===== src/design/fe_seq_pkg.sv =====
package fe_seq_pkg;
  // instruction word layout
  localparam int INSTR_W = 22;
  localparam int RESULT_W = 25;
  localparam int IMEM_AW = 8;
  localparam int RMEM_AW = 8;
  localparam int TYPE_HI = 21;
  localparam int TYPE_LO = 20;
  localparam int ADDR_W = 20;
  localparam int FAIL_BIT = 20;
  localparam logic [1:0] TYPE_WRITE = 2'h2;
  localparam logic [1:0] TYPE_CMD = 2'h1;
  localparam logic [1:0] TYPE_SEQ = 2'h3;
  localparam logic [1:0] TYPE_READ = 2'h0;
  // result word layout
  localparam int ERR_HI = 10;
  localparam int ERR_LO = 6;
  localparam int FLAG_W = 6;
  localparam logic [3:0] RES_TAG_WRITE = 4'h1;
  localparam logic [3:0] RES_TAG_CMD = 4'h1;
  // bus interface error codes
  localparam logic [4:0] ERR_NONE = 5'h00;
  localparam logic [4:0] ERR_ERR_BEFORE_STB = 5'h01;
  localparam logic [4:0] ERR_ACK_BEFORE_STB = 5'h02;
  localparam logic [4:0] ERR_ERR_WAIT_ACK = 5'h03;
  localparam logic [4:0] ERR_ACK_TIMEOUT1 = 5'h04;
  localparam logic [4:0] ERR_ERR_WAIT_REL = 5'h05;
  localparam logic [4:0] ERR_ACK_TIMEOUT2 = 5'h06;
  localparam logic [4:0] ERR_BCAST = 5'h07;
  // analyser flag positions
  localparam int FLG_LOOP = 0;
  localparam int FLG_SEQ_FMT = 1;
  localparam int FLG_BC_FMT = 2;
  localparam int FLG_BC_OFF = 3;
  localparam int FLG_CHIP_FMT = 4;
  localparam int FLG_CHIP_OFF = 5;
  // front-end address fields
  localparam int BCAST_BIT = 18;
  localparam int BCAST_FLAG_BIT = 17;
  localparam int CARD_HI = 16;
  localparam int CARD_LO = 12;
  localparam int CARD_W = 5;
  localparam int CMD_HI = 4;
  localparam int CMD_LO = 0;
  localparam logic [4:0] EVT_READOUT_CODE = 5'h1A;
  // timing
  localparam int CLK_MHZ = 125;
  localparam int ACK_TIMEOUT_CYC = 40;
  localparam int CNT_W = 8;
  // direct command codes
  localparam logic [15:0] SC_GLOBAL_RESET = 16'h5300;
  localparam logic [15:0] SC_CARD_RESET = 16'h5301;
  localparam logic [15:0] SC_CTRL_RESET = 16'h5302;
  localparam logic [15:0] SC_CARD_RECONF = 16'h5303;
  localparam logic [15:0] SC_START_SEQ = 16'h5304;
  localparam logic [15:0] SC_ABORT_SEQ = 16'h5305;
  localparam logic [15:0] SC_SOFT_TRIG = 16'h5306;
  localparam logic [15:0] SC_CLR_ERR_STAT = 16'h5307;
  localparam logic [15:0] SC_CLR_RX_ERR = 16'h5308;
  localparam logic [15:0] SC_CLR_CNT = 16'h5309;
  localparam logic [15:0] SC_ARM_SYNC = 16'h530A;
  localparam logic [15:0] SC_SLOW_IRQ = 16'h5310;
  localparam logic [16:0] DL_GLOBAL_RESET = 17'h00002;
  localparam logic [16:0] DL_CARD_RESET = 17'h00008;
  localparam logic [16:0] DL_CTRL_RESET = 17'h00004;
  localparam logic [16:0] DL_CLR_ERR_STAT = 17'h10000;
  localparam int NUM_DCMD = 12;
  // direct command pulse positions
  localparam int DC_GRST = 0;
  localparam int DC_CRST = 1;
  localparam int DC_RRST = 2;
  localparam int DC_RECONF = 3;
  localparam int DC_START = 4;
  localparam int DC_ABORT = 5;
  localparam int DC_TRIG = 6;
  localparam int DC_CLR_ERR = 7;
  localparam int DC_CLR_RX = 8;
  localparam int DC_CLR_CNT = 9;
  localparam int DC_ARM = 10;
  localparam int DC_IRQ = 11;
endpackage


===== src/design/dcmd_if.sv =====
`timescale 1ns/1ps
interface dcmd_if;
  logic [fe_seq_pkg::NUM_DCMD-1:0] pulse;
  modport src (output pulse);
  modport dst (input pulse);
endinterface


===== src/design/direct_cmd_decoder.sv =====
`timescale 1ns/1ps
module direct_cmd_decoder (
  input wire logic sys_clk_in,
  input wire logic reset_in,
  input wire logic sc_cmd_valid_in,
  input wire logic [15:0] sc_cmd_code_in,
  input wire logic dl_cmd_valid_in,
  input wire logic [16:0] dl_cmd_value_in,
  dcmd_if.src cmd
);
  logic [fe_seq_pkg::NUM_DCMD-1:0] pulse_ff;
  logic [fe_seq_pkg::NUM_DCMD-1:0] nxt_pulse;

  always_comb begin
    nxt_pulse = '0;
    if (sc_cmd_valid_in) begin
      unique case (sc_cmd_code_in)
        fe_seq_pkg::SC_GLOBAL_RESET: nxt_pulse[fe_seq_pkg::DC_GRST] = 1'b1;
        fe_seq_pkg::SC_CARD_RESET: nxt_pulse[fe_seq_pkg::DC_CRST] = 1'b1;
        fe_seq_pkg::SC_CTRL_RESET: nxt_pulse[fe_seq_pkg::DC_RRST] = 1'b1;
        fe_seq_pkg::SC_CARD_RECONF: nxt_pulse[fe_seq_pkg::DC_RECONF] = 1'b1;
        fe_seq_pkg::SC_START_SEQ: nxt_pulse[fe_seq_pkg::DC_START] = 1'b1;
        fe_seq_pkg::SC_ABORT_SEQ: nxt_pulse[fe_seq_pkg::DC_ABORT] = 1'b1;
        fe_seq_pkg::SC_SOFT_TRIG: nxt_pulse[fe_seq_pkg::DC_TRIG] = 1'b1;
        fe_seq_pkg::SC_CLR_ERR_STAT: nxt_pulse[fe_seq_pkg::DC_CLR_ERR] = 1'b1;
        fe_seq_pkg::SC_CLR_RX_ERR: nxt_pulse[fe_seq_pkg::DC_CLR_RX] = 1'b1;
        fe_seq_pkg::SC_CLR_CNT: nxt_pulse[fe_seq_pkg::DC_CLR_CNT] = 1'b1;
        fe_seq_pkg::SC_ARM_SYNC: nxt_pulse[fe_seq_pkg::DC_ARM] = 1'b1;
        fe_seq_pkg::SC_SLOW_IRQ: nxt_pulse[fe_seq_pkg::DC_IRQ] = 1'b1;
        default: nxt_pulse = '0;
      endcase
    end
    if (dl_cmd_valid_in) begin
      // data-link values
      unique case (dl_cmd_value_in)
        fe_seq_pkg::DL_GLOBAL_RESET: nxt_pulse[fe_seq_pkg::DC_GRST] = 1'b1;
        fe_seq_pkg::DL_CARD_RESET: nxt_pulse[fe_seq_pkg::DC_CRST] = 1'b1;
        fe_seq_pkg::DL_CTRL_RESET: nxt_pulse[fe_seq_pkg::DC_RRST] = 1'b1;
        fe_seq_pkg::DL_CLR_ERR_STAT: nxt_pulse[fe_seq_pkg::DC_CLR_ERR] = 1'b1;
        default: ;
      endcase
    end
  end

  always_ff @(posedge sys_clk_in or posedge reset_in) begin
    if (reset_in) begin
      pulse_ff <= '0;
    end else begin
      pulse_ff <= nxt_pulse;
    end
  end

  assign cmd.pulse = pulse_ff;
endmodule


===== src/design/frontend_write_cmd_sequencer.sv =====
`timescale 1ns/1ps
//////////////////////////////////////////////////////////////////////////////
// Overview of operation
// - write instruction takes two words: parameters, then data
// - strobe rises only after programmable delay from driving the bus
// - ack must rise within 40 cycles of strobe, else timeout one
// - ack must fall within 40 cycles after seen, else timeout two
// - each write or command logs two result words; bit 20 marks failure
// - success: address word, then data word from instruction memory for a write, zero for a command
// - failure: second word holds error code 10:6 and flags 5:0
// - code 1 error before strobe, code 2 ack before strobe
// - code 3 error awaiting ack, code 4 first timeout
// - code 5 error awaiting release, code 6 second timeout
// - code 7 error line during broadcast write
// - flag 0 loop error, flag 1 bad sequencer format
// - flag 2 bad board-controller format, flag 4 bad chip format
// - flag 3 inactive board controller, flag 5 inactive chip addressed
// - command uses one word and the same strobe and ack sequence
// - event-readout command skips the ack assertion check
// - command failures use the same codes and flags as writes, except code 7
// - direct commands act at once and log nothing
// - slow-control port decodes three distinct reset codes
// - start and abort codes start and abort the sequencer
// - distinct codes clear rx error register and counters
// - abort stops the sequence and returns to idle
//////////////////////////////////////////////////////////////////////////////
module frontend_write_cmd_sequencer (
  input wire logic sys_clk_in,
  input wire logic reset_in,
  input wire logic sc_cmd_valid_in,
  input wire logic [15:0] sc_cmd_code_in,
  input wire logic dl_cmd_valid_in,
  input wire logic [16:0] dl_cmd_value_in,
  input wire logic [7:0] strobe_delay_in,
  input wire logic [31:0] active_card_list_in,
  input wire logic [21:0] imem_rdata_in,
  input wire logic ack_in,
  input wire logic chip_error_in,
  output logic [7:0] imem_addr_out,
  output logic rmem_we_out,
  output logic [7:0] rmem_addr_out,
  output logic [24:0] rmem_wdata_out,
  output logic bus_drive_out,
  output logic bus_write_out,
  output logic [19:0] bus_addr_out,
  output logic [19:0] bus_data_out,
  output logic cmd_strobe_out,
  output logic seq_busy_out,
  output logic global_reset_out,
  output logic card_reset_out,
  output logic ctrl_reset_out,
  output logic card_reconfigure_out,
  output logic soft_trigger_out,
  output logic clear_error_status_out,
  output logic clear_rx_error_out,
  output logic clear_counters_out,
  output logic arm_clock_sync_out,
  output logic slow_bus_irq_out
);
  typedef enum logic [3:0] {
    ST_IDLE = 4'h0,
    ST_FETCH = 4'h1,
    ST_DECODE = 4'h3,
    ST_DATA = 4'h2,
    ST_DELAY = 4'h6,
    ST_WAIT_ACK = 4'h7,
    ST_WAIT_REL = 4'h5,
    ST_LOG1 = 4'h4,
    ST_LOG2 = 4'hC,
    ST_SKIP = 4'hD
  } seq_state_t;

  dcmd_if dcmd ();

  direct_cmd_decoder u_dec (
    .sys_clk_in(sys_clk_in),
    .reset_in(reset_in),
    .sc_cmd_valid_in(sc_cmd_valid_in),
    .sc_cmd_code_in(sc_cmd_code_in),
    .dl_cmd_valid_in(dl_cmd_valid_in),
    .dl_cmd_value_in(dl_cmd_value_in),
    .cmd(dcmd)
  );

  //////////////////////////////////////////////////////////////////////////////
  // pin synchronisers
  logic [1:0] ack_sync_ff;
  logic [1:0] err_sync_ff;
  logic ack_s;
  logic err_s;
  always_ff @(posedge sys_clk_in or posedge reset_in) begin
    if (reset_in) begin
      ack_sync_ff <= 2'h0;
      err_sync_ff <= 2'h0;
    end else begin
      ack_sync_ff <= {ack_sync_ff[0], ack_in};
      err_sync_ff <= {err_sync_ff[0], chip_error_in};
    end
  end
  assign ack_s = ack_sync_ff[1];
  assign err_s = err_sync_ff[1];

  //////////////////////////////////////////////////////////////////////////////
  // instruction analysis
  function automatic logic [5:0] analyse(input logic [21:0] w, input logic [31:0] act);
    logic [5:0] f;
    logic [4:0] card;
    f = '0;
    card = w[fe_seq_pkg::CARD_HI:fe_seq_pkg::CARD_LO];
    if (w[fe_seq_pkg::TYPE_HI:fe_seq_pkg::TYPE_LO] == fe_seq_pkg::TYPE_SEQ)
      f[fe_seq_pkg::FLG_SEQ_FMT] = 1'b1;
    else if (w[fe_seq_pkg::BCAST_FLAG_BIT]) begin
      if (w[19]) f[fe_seq_pkg::FLG_BC_FMT] = 1'b1;
      if (!w[fe_seq_pkg::BCAST_BIT] && !act[card])
        f[fe_seq_pkg::FLG_BC_OFF] = 1'b1;
    end else begin
      if (w[19]) f[fe_seq_pkg::FLG_CHIP_FMT] = 1'b1;
      if (!w[fe_seq_pkg::BCAST_BIT] && !act[card])
        f[fe_seq_pkg::FLG_CHIP_OFF] = 1'b1;
    end
    return f;
  endfunction

  //////////////////////////////////////////////////////////////////////////////
  // sequencer
  seq_state_t state_ff, nxt_state;
  logic [7:0] pc_ff, nxt_pc;
  logic [7:0] rptr_ff, nxt_rptr;
  logic [21:0] instr_ff, nxt_instr;
  logic [19:0] data_ff, nxt_data;
  logic [7:0] cnt_ff, nxt_cnt;
  logic [4:0] err_ff, nxt_err;
  logic [5:0] flags_ff, nxt_flags;
  logic is_write_ff, nxt_is_write;
  logic rmem_we_ff, nxt_rmem_we;
  logic [24:0] rmem_wdata_ff, nxt_rmem_wdata;
  logic [7:0] rmem_addr_ff, nxt_rmem_addr;
  logic drive_ff, nxt_drive;
  logic strobe_ff, nxt_strobe;
  logic no_ack_chk;
  logic failed;
  logic [3:0] tag;

  assign no_ack_chk = !is_write_ff &&
    (instr_ff[fe_seq_pkg::CMD_HI:fe_seq_pkg::CMD_LO] == fe_seq_pkg::EVT_READOUT_CODE);
  assign failed = (err_ff != fe_seq_pkg::ERR_NONE) || (flags_ff != 6'h00);
  assign tag = is_write_ff ? fe_seq_pkg::RES_TAG_WRITE : fe_seq_pkg::RES_TAG_CMD;

  always_comb begin
    nxt_state = state_ff;
    nxt_pc = pc_ff;
    nxt_rptr = rptr_ff;
    nxt_instr = instr_ff;
    nxt_data = data_ff;
    nxt_cnt = cnt_ff;
    nxt_err = err_ff;
    nxt_flags = flags_ff;
    nxt_is_write = is_write_ff;
    nxt_rmem_we = 1'b0;
    nxt_rmem_wdata = rmem_wdata_ff;
    nxt_rmem_addr = rmem_addr_ff;
    nxt_drive = drive_ff;
    nxt_strobe = strobe_ff;
    unique case (state_ff)
      ST_IDLE: begin
        if (dcmd.pulse[fe_seq_pkg::DC_START]) begin
          nxt_pc = 8'h00;
          nxt_rptr = 8'h00;
          nxt_state = ST_FETCH;
        end
      end
      ST_FETCH: nxt_state = ST_DECODE;
      ST_DECODE: begin
        nxt_instr = imem_rdata_in;
        nxt_err = fe_seq_pkg::ERR_NONE;
        nxt_flags = analyse(imem_rdata_in, active_card_list_in);
        nxt_is_write = imem_rdata_in[fe_seq_pkg::TYPE_HI:fe_seq_pkg::TYPE_LO] ==
          fe_seq_pkg::TYPE_WRITE;
        nxt_pc = pc_ff + 8'h01;
        unique case (imem_rdata_in[fe_seq_pkg::TYPE_HI:fe_seq_pkg::TYPE_LO])
          fe_seq_pkg::TYPE_WRITE: nxt_state = ST_DATA;
          fe_seq_pkg::TYPE_CMD: nxt_state = ST_DELAY;
          default: nxt_state = ST_SKIP;
        endcase
        nxt_cnt = 8'h00;
      end
      ST_DATA: begin
        nxt_pc = pc_ff + 8'h01;
        nxt_state = ST_DELAY;
      end
      ST_DELAY: begin
        if (flags_ff != 6'h00) begin
          nxt_state = ST_LOG1;
        end else begin
          nxt_drive = 1'b1;
          nxt_cnt = cnt_ff + 8'h01;
          // data word lands one cycle after pc moves
          if (is_write_ff && cnt_ff == 8'h00) begin
            nxt_data = imem_rdata_in[19:0];
          end
          if (err_s) begin
            nxt_err = fe_seq_pkg::ERR_ERR_BEFORE_STB;
            nxt_state = ST_LOG1;
          end else if (ack_s) begin
            nxt_err = fe_seq_pkg::ERR_ACK_BEFORE_STB;
            nxt_state = ST_LOG1;
          end else if (cnt_ff >= strobe_delay_in) begin
            nxt_strobe = 1'b1;
            nxt_cnt = 8'h00;
            nxt_state = no_ack_chk ? ST_WAIT_REL : ST_WAIT_ACK;
          end
        end
      end
      ST_WAIT_ACK: begin
        nxt_cnt = cnt_ff + 8'h01;
        if (err_s) begin
          nxt_err = (is_write_ff && instr_ff[fe_seq_pkg::BCAST_BIT]) ?
            fe_seq_pkg::ERR_BCAST : fe_seq_pkg::ERR_ERR_WAIT_ACK;
          nxt_state = ST_LOG1;
        end else if (ack_s) begin
          nxt_strobe = 1'b0;
          nxt_cnt = 8'h00;
          nxt_state = ST_WAIT_REL;
        end else if (cnt_ff == 8'(fe_seq_pkg::ACK_TIMEOUT_CYC - 1)) begin
          nxt_err = fe_seq_pkg::ERR_ACK_TIMEOUT1;
          nxt_state = ST_LOG1;
        end
      end
      ST_WAIT_REL: begin
        nxt_strobe = 1'b0;
        nxt_cnt = cnt_ff + 8'h01;
        if (err_s) begin
          nxt_err = (is_write_ff && instr_ff[fe_seq_pkg::BCAST_BIT]) ?
            fe_seq_pkg::ERR_BCAST : fe_seq_pkg::ERR_ERR_WAIT_REL;
          nxt_state = ST_LOG1;
        end else if (!ack_s) begin
          nxt_state = ST_LOG1;
        end else if (cnt_ff == 8'(fe_seq_pkg::ACK_TIMEOUT_CYC - 1)) begin
          nxt_err = fe_seq_pkg::ERR_ACK_TIMEOUT2;
          nxt_state = ST_LOG1;
        end
      end
      ST_LOG1: begin
        nxt_strobe = 1'b0;
        nxt_drive = 1'b0;
        nxt_rmem_we = 1'b1;
        nxt_rmem_addr = rptr_ff;
        nxt_rmem_wdata = {tag, failed, instr_ff[19:0]};
        nxt_rptr = rptr_ff + 8'h01;
        nxt_state = ST_LOG2;
      end
      ST_LOG2: begin
        nxt_rmem_we = 1'b1;
        nxt_rmem_addr = rptr_ff;
        if (failed)
          nxt_rmem_wdata = {tag, 1'b1, 9'h000, err_ff, flags_ff};
        else
          nxt_rmem_wdata = {tag, 1'b0, is_write_ff ? data_ff : 20'h00000};
        nxt_rptr = rptr_ff + 8'h01;
        nxt_state = ST_FETCH;
      end
      ST_SKIP: nxt_state = ST_IDLE;
      default: nxt_state = ST_IDLE;
    endcase
    if (dcmd.pulse[fe_seq_pkg::DC_ABORT] || dcmd.pulse[fe_seq_pkg::DC_RRST] ||
        dcmd.pulse[fe_seq_pkg::DC_GRST]) begin
      nxt_state = ST_IDLE;
      nxt_strobe = 1'b0;
      nxt_drive = 1'b0;
      nxt_rmem_we = 1'b0;
    end
  end

  always_ff @(posedge sys_clk_in or posedge reset_in) begin
    if (reset_in) begin
      state_ff <= ST_IDLE;
      pc_ff <= 8'h00;
      rptr_ff <= 8'h00;
      instr_ff <= 22'h000000;
      data_ff <= 20'h00000;
      cnt_ff <= 8'h00;
      err_ff <= 5'h00;
      flags_ff <= 6'h00;
      is_write_ff <= 1'b0;
      rmem_we_ff <= 1'b0;
      rmem_wdata_ff <= 25'h0000000;
      rmem_addr_ff <= 8'h00;
      drive_ff <= 1'b0;
      strobe_ff <= 1'b0;
    end else begin
      state_ff <= nxt_state;
      pc_ff <= nxt_pc;
      rptr_ff <= nxt_rptr;
      instr_ff <= nxt_instr;
      data_ff <= nxt_data;
      cnt_ff <= nxt_cnt;
      err_ff <= nxt_err;
      flags_ff <= nxt_flags;
      is_write_ff <= nxt_is_write;
      rmem_we_ff <= nxt_rmem_we;
      rmem_wdata_ff <= nxt_rmem_wdata;
      rmem_addr_ff <= nxt_rmem_addr;
      drive_ff <= nxt_drive;
      strobe_ff <= nxt_strobe;
    end
  end

  //////////////////////////////////////////////////////////////////////////////
  // outputs
  logic [19:0] bus_addr_ff;
  logic [19:0] bus_data_ff;
  logic bus_write_ff;
  logic busy_ff;
  always_ff @(posedge sys_clk_in or posedge reset_in) begin
    if (reset_in) begin
      bus_addr_ff <= 20'h00000;
      bus_data_ff <= 20'h00000;
      bus_write_ff <= 1'b0;
      busy_ff <= 1'b0;
    end else begin
      bus_addr_ff <= nxt_drive ? nxt_instr[19:0] : 20'h00000;
      bus_data_ff <= (nxt_drive && nxt_is_write) ? nxt_data : 20'h00000;
      bus_write_ff <= nxt_drive && nxt_is_write;
      busy_ff <= nxt_state != ST_IDLE;
    end
  end

  assign imem_addr_out = pc_ff;
  assign rmem_we_out = rmem_we_ff;
  assign rmem_addr_out = rmem_addr_ff;
  assign rmem_wdata_out = rmem_wdata_ff;
  assign bus_drive_out = drive_ff;
  assign bus_write_out = bus_write_ff;
  assign bus_addr_out = bus_addr_ff;
  assign bus_data_out = bus_data_ff;
  assign cmd_strobe_out = strobe_ff;
  assign seq_busy_out = busy_ff;
  // direct commands leave result memory untouched
  assign global_reset_out = dcmd.pulse[fe_seq_pkg::DC_GRST];
  assign card_reset_out = dcmd.pulse[fe_seq_pkg::DC_CRST];
  assign ctrl_reset_out = dcmd.pulse[fe_seq_pkg::DC_RRST];
  assign card_reconfigure_out = dcmd.pulse[fe_seq_pkg::DC_RECONF];
  assign soft_trigger_out = dcmd.pulse[fe_seq_pkg::DC_TRIG];
  assign clear_error_status_out = dcmd.pulse[fe_seq_pkg::DC_CLR_ERR];
  assign clear_rx_error_out = dcmd.pulse[fe_seq_pkg::DC_CLR_RX];
  assign clear_counters_out = dcmd.pulse[fe_seq_pkg::DC_CLR_CNT];
  assign arm_clock_sync_out = dcmd.pulse[fe_seq_pkg::DC_ARM];
  assign slow_bus_irq_out = dcmd.pulse[fe_seq_pkg::DC_IRQ];
endmodule


===== config.mk =====
export PLATFORM = sky130hd
export DESIGN_NAME = frontend_write_cmd_sequencer
export DESIGN_NICKNAME = d
export VERILOG_FILES = /design/src/design/fe_seq_pkg.sv /design/src/design/dcmd_if.sv /design/src/design/direct_cmd_decoder.sv /design/src/design/frontend_write_cmd_sequencer.sv
export SDC_FILE = /design/constraint.sdc
export NUM_CORES = 1
export LEC_CHECK = 0
export BUFFER_PORTS_ARGS = -buffer_cell sky130_fd_sc_hd__clkbuf_2
export CORE_MARGIN = 5
export CORE_UTILIZATION = 30
export DETAILED_ROUTE_END_ITERATION = 6
export HOLD_SLACK_MARGIN = 0.1
export SETUP_SLACK_MARGIN = 0.1
export SLEW_MARGIN = 20
export SYNTH_ARGS = -nofsm -noshare
export SYNTH_HDL_FRONTEND = slang
export SYNTH_SLANG_ARGS = --single-unit

===== constraint.sdc =====
create_clock -name sys_clk_in -period 4.9 [get_ports sys_clk_in]
set_input_delay 0.49 -clock sys_clk_in [delete_from_list [all_inputs] [get_ports sys_clk_in]]
set_output_delay 0.49 -clock sys_clk_in [all_outputs]
set_load 0.02 [all_outputs]

==> results_dict.tcl <==
set metrics [dict create \
    first_iter_violations 408 \
    yosys-top-cells-area "dfrtp_1 (56%), nand2_1 (6.6%), mux2_4 (3.2%), nor2b_1 (3.0%), o21ai_0 (2.9%)" \
    clkTransAtPathRegs_ps 70 \
    max-vdd-ir-drop_mv 0.2727 \
    leakagePower_nw 4.694 \
    timing.slew.headroom_pct 29.01 \
    syn_avg_cell_area_um2 10.45 \
    critPathBufInv 2 \
    place_hpwl_um 14600 \
    post_cts_resized 0 \
    crit_required_ps 5230 \
    arrival_ps 3470 \
    hold_viol 0 \
    finalMaxSlewViolations 0 \
    grt_max_degree 169 \
    cpPeakStageDelay_ps 930 \
    clk_latency_ps 430 \
    design.core.area_um2 24890 \
    wl_per_cell_um 16.31 \
    syn_to_final_growth_pct 25.40 \
    p_switching_mw 1.522 \
    ant_nets 0 \
    postSynth.asyncResetShare_pct 100.0 \
    via_per_inst 4.682 \
    finClkSkew_ps 9.118 \
    critical_path_class "register to register" \
    finalSetupViolCount 0 \
    tightest_slew_ps 1065 \
    ios 197 \
    syn_area_um2 7516 \
    power_density_nw_per_um2 467.6 \
    max_freq_mhz 318.8 \
    grt_usage_pct 14.36 \
    synth_top_area_share_pct 55.93 \
    pwr-share-seq_pct 43.3 \
    ys.flop_type "dfrtp_1" \
    r2r-end "bus_data_out[5]" \
    vias 5834 \
    reg2regPathDepth 7 \
    yosys_register_bits 168 \
    grt_pass1_wl_um 32170 \
    hold_class "input port to register" \
    slowest_stage "dfrtp_1" \
    power_frac_comb_pct 25.3 \
    cts.sinks 168 \
    cp-end-kind "register" \
    chipHeight_um 168.3 \
    post_cts_buffers 0 \
    portBuffers 193 \
    drt-total-wl_um 20320 \
    crit_family "simple AND/OR/NAND/NOR gates" \
    start_util_pct 30.20 \
    power_frac_clock_pct 31.4 \
    synth-edff-count 0 \
    dieArea_um2 28320 \
    drt-pass1-iter-count 4 \
    grt_setup_unrepaired "false" \
    swShare_pct 34.54 \
    yosysSeqAreaShare_pct 55.93 \
    clock-root-buffer "clkbuf_16" \
    cts_hold_buffers 0 \
    outcome "finished clean" \
    crit_cells 7 \
    cp-endpoint "bus_data_out[5]" \
    grt_pass1_vias 5990 \
    place_area_um2 8818 \
    gp_routability_congestion 0.8282 \
    yosys_warnings 0 \
    cap_violations 0 \
    design_area_um2 9425 \
    reg2reg_slack_ps 1760 \
    setup_tns_ps 0 \
    r2r_start "state_ff[3]" \
    overflow 0 \
    fin_nets 1018 \
    yosysTopAreaCell "dfrtp_1" \
    antenna_cells 0 \
    cts_tree "built" \
    period_minus_slack_ps 3136 \
    intPower_mw 2.885 \
    cts_max_path_buffers 2 \
    startpoint "state_ff[3]" \
    post-route-period-util_pct 64.01 \
    drcViolationCount 0 \
    cts_buffers 17 \
    finalPower_mw 4.407 \
    cp_cell_sequence "nand2b_1 > nor3_2 > buf_4 > or3_1 > buf_4 > nand2b_1 > nor2b_1" \
    die_w_um 168.3 \
    cp-start-kind "register" \
    antenna_found_initial 2 \
    drive_gt1_share_pct 30.35 \
    ys_types 61 \
    worstPathMaxFanout 28 \
    htree_levels 4 \
    rows 58 \
    netlist_instances 719 \
]
-- metal layers --
metal	GRT usage, %	wire (um)	share of wire (%)
met5	0	34	0.17
met4	4.305	329	1.6
met3	4.555	1330	6.5
met2	22.43	9293	46
met1	19.19	9336	46
-- cell usage in the layout (no fill, tap or decap), drive strengths merged, types with 5 or more instances in the layout --
cell / instances
a31oi: 11
a21o: 5
mux2: 20
mux2i: 5
or4: 6
a22oi: 13
ha: 14
dfrtp: 168
nor2: 33
nand2: 132
nor4: 6
o21ai: 45
a21oi: 42
clkbuf: 213
nand3b: 6
nand3: 21
mux4: 8
nor2b: 37
buf: 9
inv: 28
nor3: 12
xor2: 6
and3: 5
nand2b: 7
-- worst reg2reg max path, cell delays in order (launching register included) --
cell	delay, ps
dfrtp_1	930
nand2b_1	270
nor3_2	50
buf_4	220
or3_1	350
buf_4	220
nand2b_1	670
nor2b_1	320
-- area by class of cell --
type	count	area, um^2
Sequential cell	168	4204
Clock inverter	12	140.1
Clock buffer	20	466.7
Fill cell	2492	15470
Tap cell	330	412.9
Timing Repair Buffer	202	1046
Inverter	25	97.59
Multi-Input combinational cell	489	3058
-- through the flow --
stage | hold WS (ps) | setup WS (ps) | cells | util (%)
floorplan | 331.2 | 2269 | 721 | -
global placement | 360.8 | 1813 | 1214 | 35.43
detailed placement | 349.1 | 1717 | 1214 | 35.43
CTS | 139.1 | 1690 | 1246 | 37.87
global route | 144.8 | 1503 | 1246 | 37.87
finish | 167.4 | 1764 | 1246 | 37.87
-- synth_stat cells, types with 4 or more instances --
cell / n
nand3b_1: 6
mux2_4: 16
a22oi_1: 13
nand2b_1: 7
inv_1: 25
mux2_2: 4
and3_1: 5
o31ai_1: 4
clkbuf_1: 28
o41ai_1: 4
nand3_1: 21
nor3_1: 12
a21o_1: 4
nor2_1: 33
xor2_1: 6
a211oi_1: 4
dfrtp_1: 168
ha_1: 14
nor4_1: 5
a21oi_1: 42
nor2b_1: 36
or4_1: 4
a31oi_1: 11
and2_1: 4
or3_1: 4
mux2i_1: 5
mux4_2: 8
nand4_1: 4
buf_2: 4
nand2_1: 132
o21ai_0: 43
-- sequential cells by signal, indices dropped and copies added, names as in the netlist, 2 cells and up --
register / flops
rptr_ff: 8
rmem_wdata_out: 22
imem_addr_out: 8
u_dec.cmd.pulse: 12
cnt_ff: 8
err_ff: 3
rmem_addr_out: 8
state_ff: 4
flags_ff: 5
instr_ff: 20
bus_addr_out: 20
bus_data_out: 20
data_ff: 20
err_sync_ff: 2
ack_sync_ff: 2
-- cell families (layout without fill, tap and decap cells) --
group	Yosys count	in the layout	share of synthesized area, %
adders and majority gates	14	14	2.331
xor gates and xnor gates	8	8	0.9323
and+or+nand+nor	291	291	19.08
DFF	168	168	55.93
AOI/OAI and AO/OA	140	140	11.20
buffers and inverters	64	259	3.612
other	1	3	0.04989
muxes	33	33	6.859
-- power by group through the flow --
stage                     registers [mW]  logic (mW)  clock network, mW
after detailed placement            1.93        1.13                  0
after global routing                1.95        1.26               1.47
after CTS                           1.91        1.13               1.41
after global placement              1.93        1.11                  0
after floorplan                     1.98       0.660                  0
final                               1.91        1.11               1.38
-- worst min-delay path by stage --
stage	slack (ps)	depth (start not counted)	end	from
floorplan	330	0	ack_sync_ff[1]	ack_sync_ff[0]
global placement	360	0	err_sync_ff[1]	err_sync_ff[0]
detailed placement	350	0	err_sync_ff[1]	err_sync_ff[0]
CTS	140	1	err_sync_ff[0]	chip_error_in
global route	140	1	err_sync_ff[0]	chip_error_in
finish	170	1	err_sync_ff[0]	chip_error_in
No activity file was read; power rests on OpenSTA's default activity.
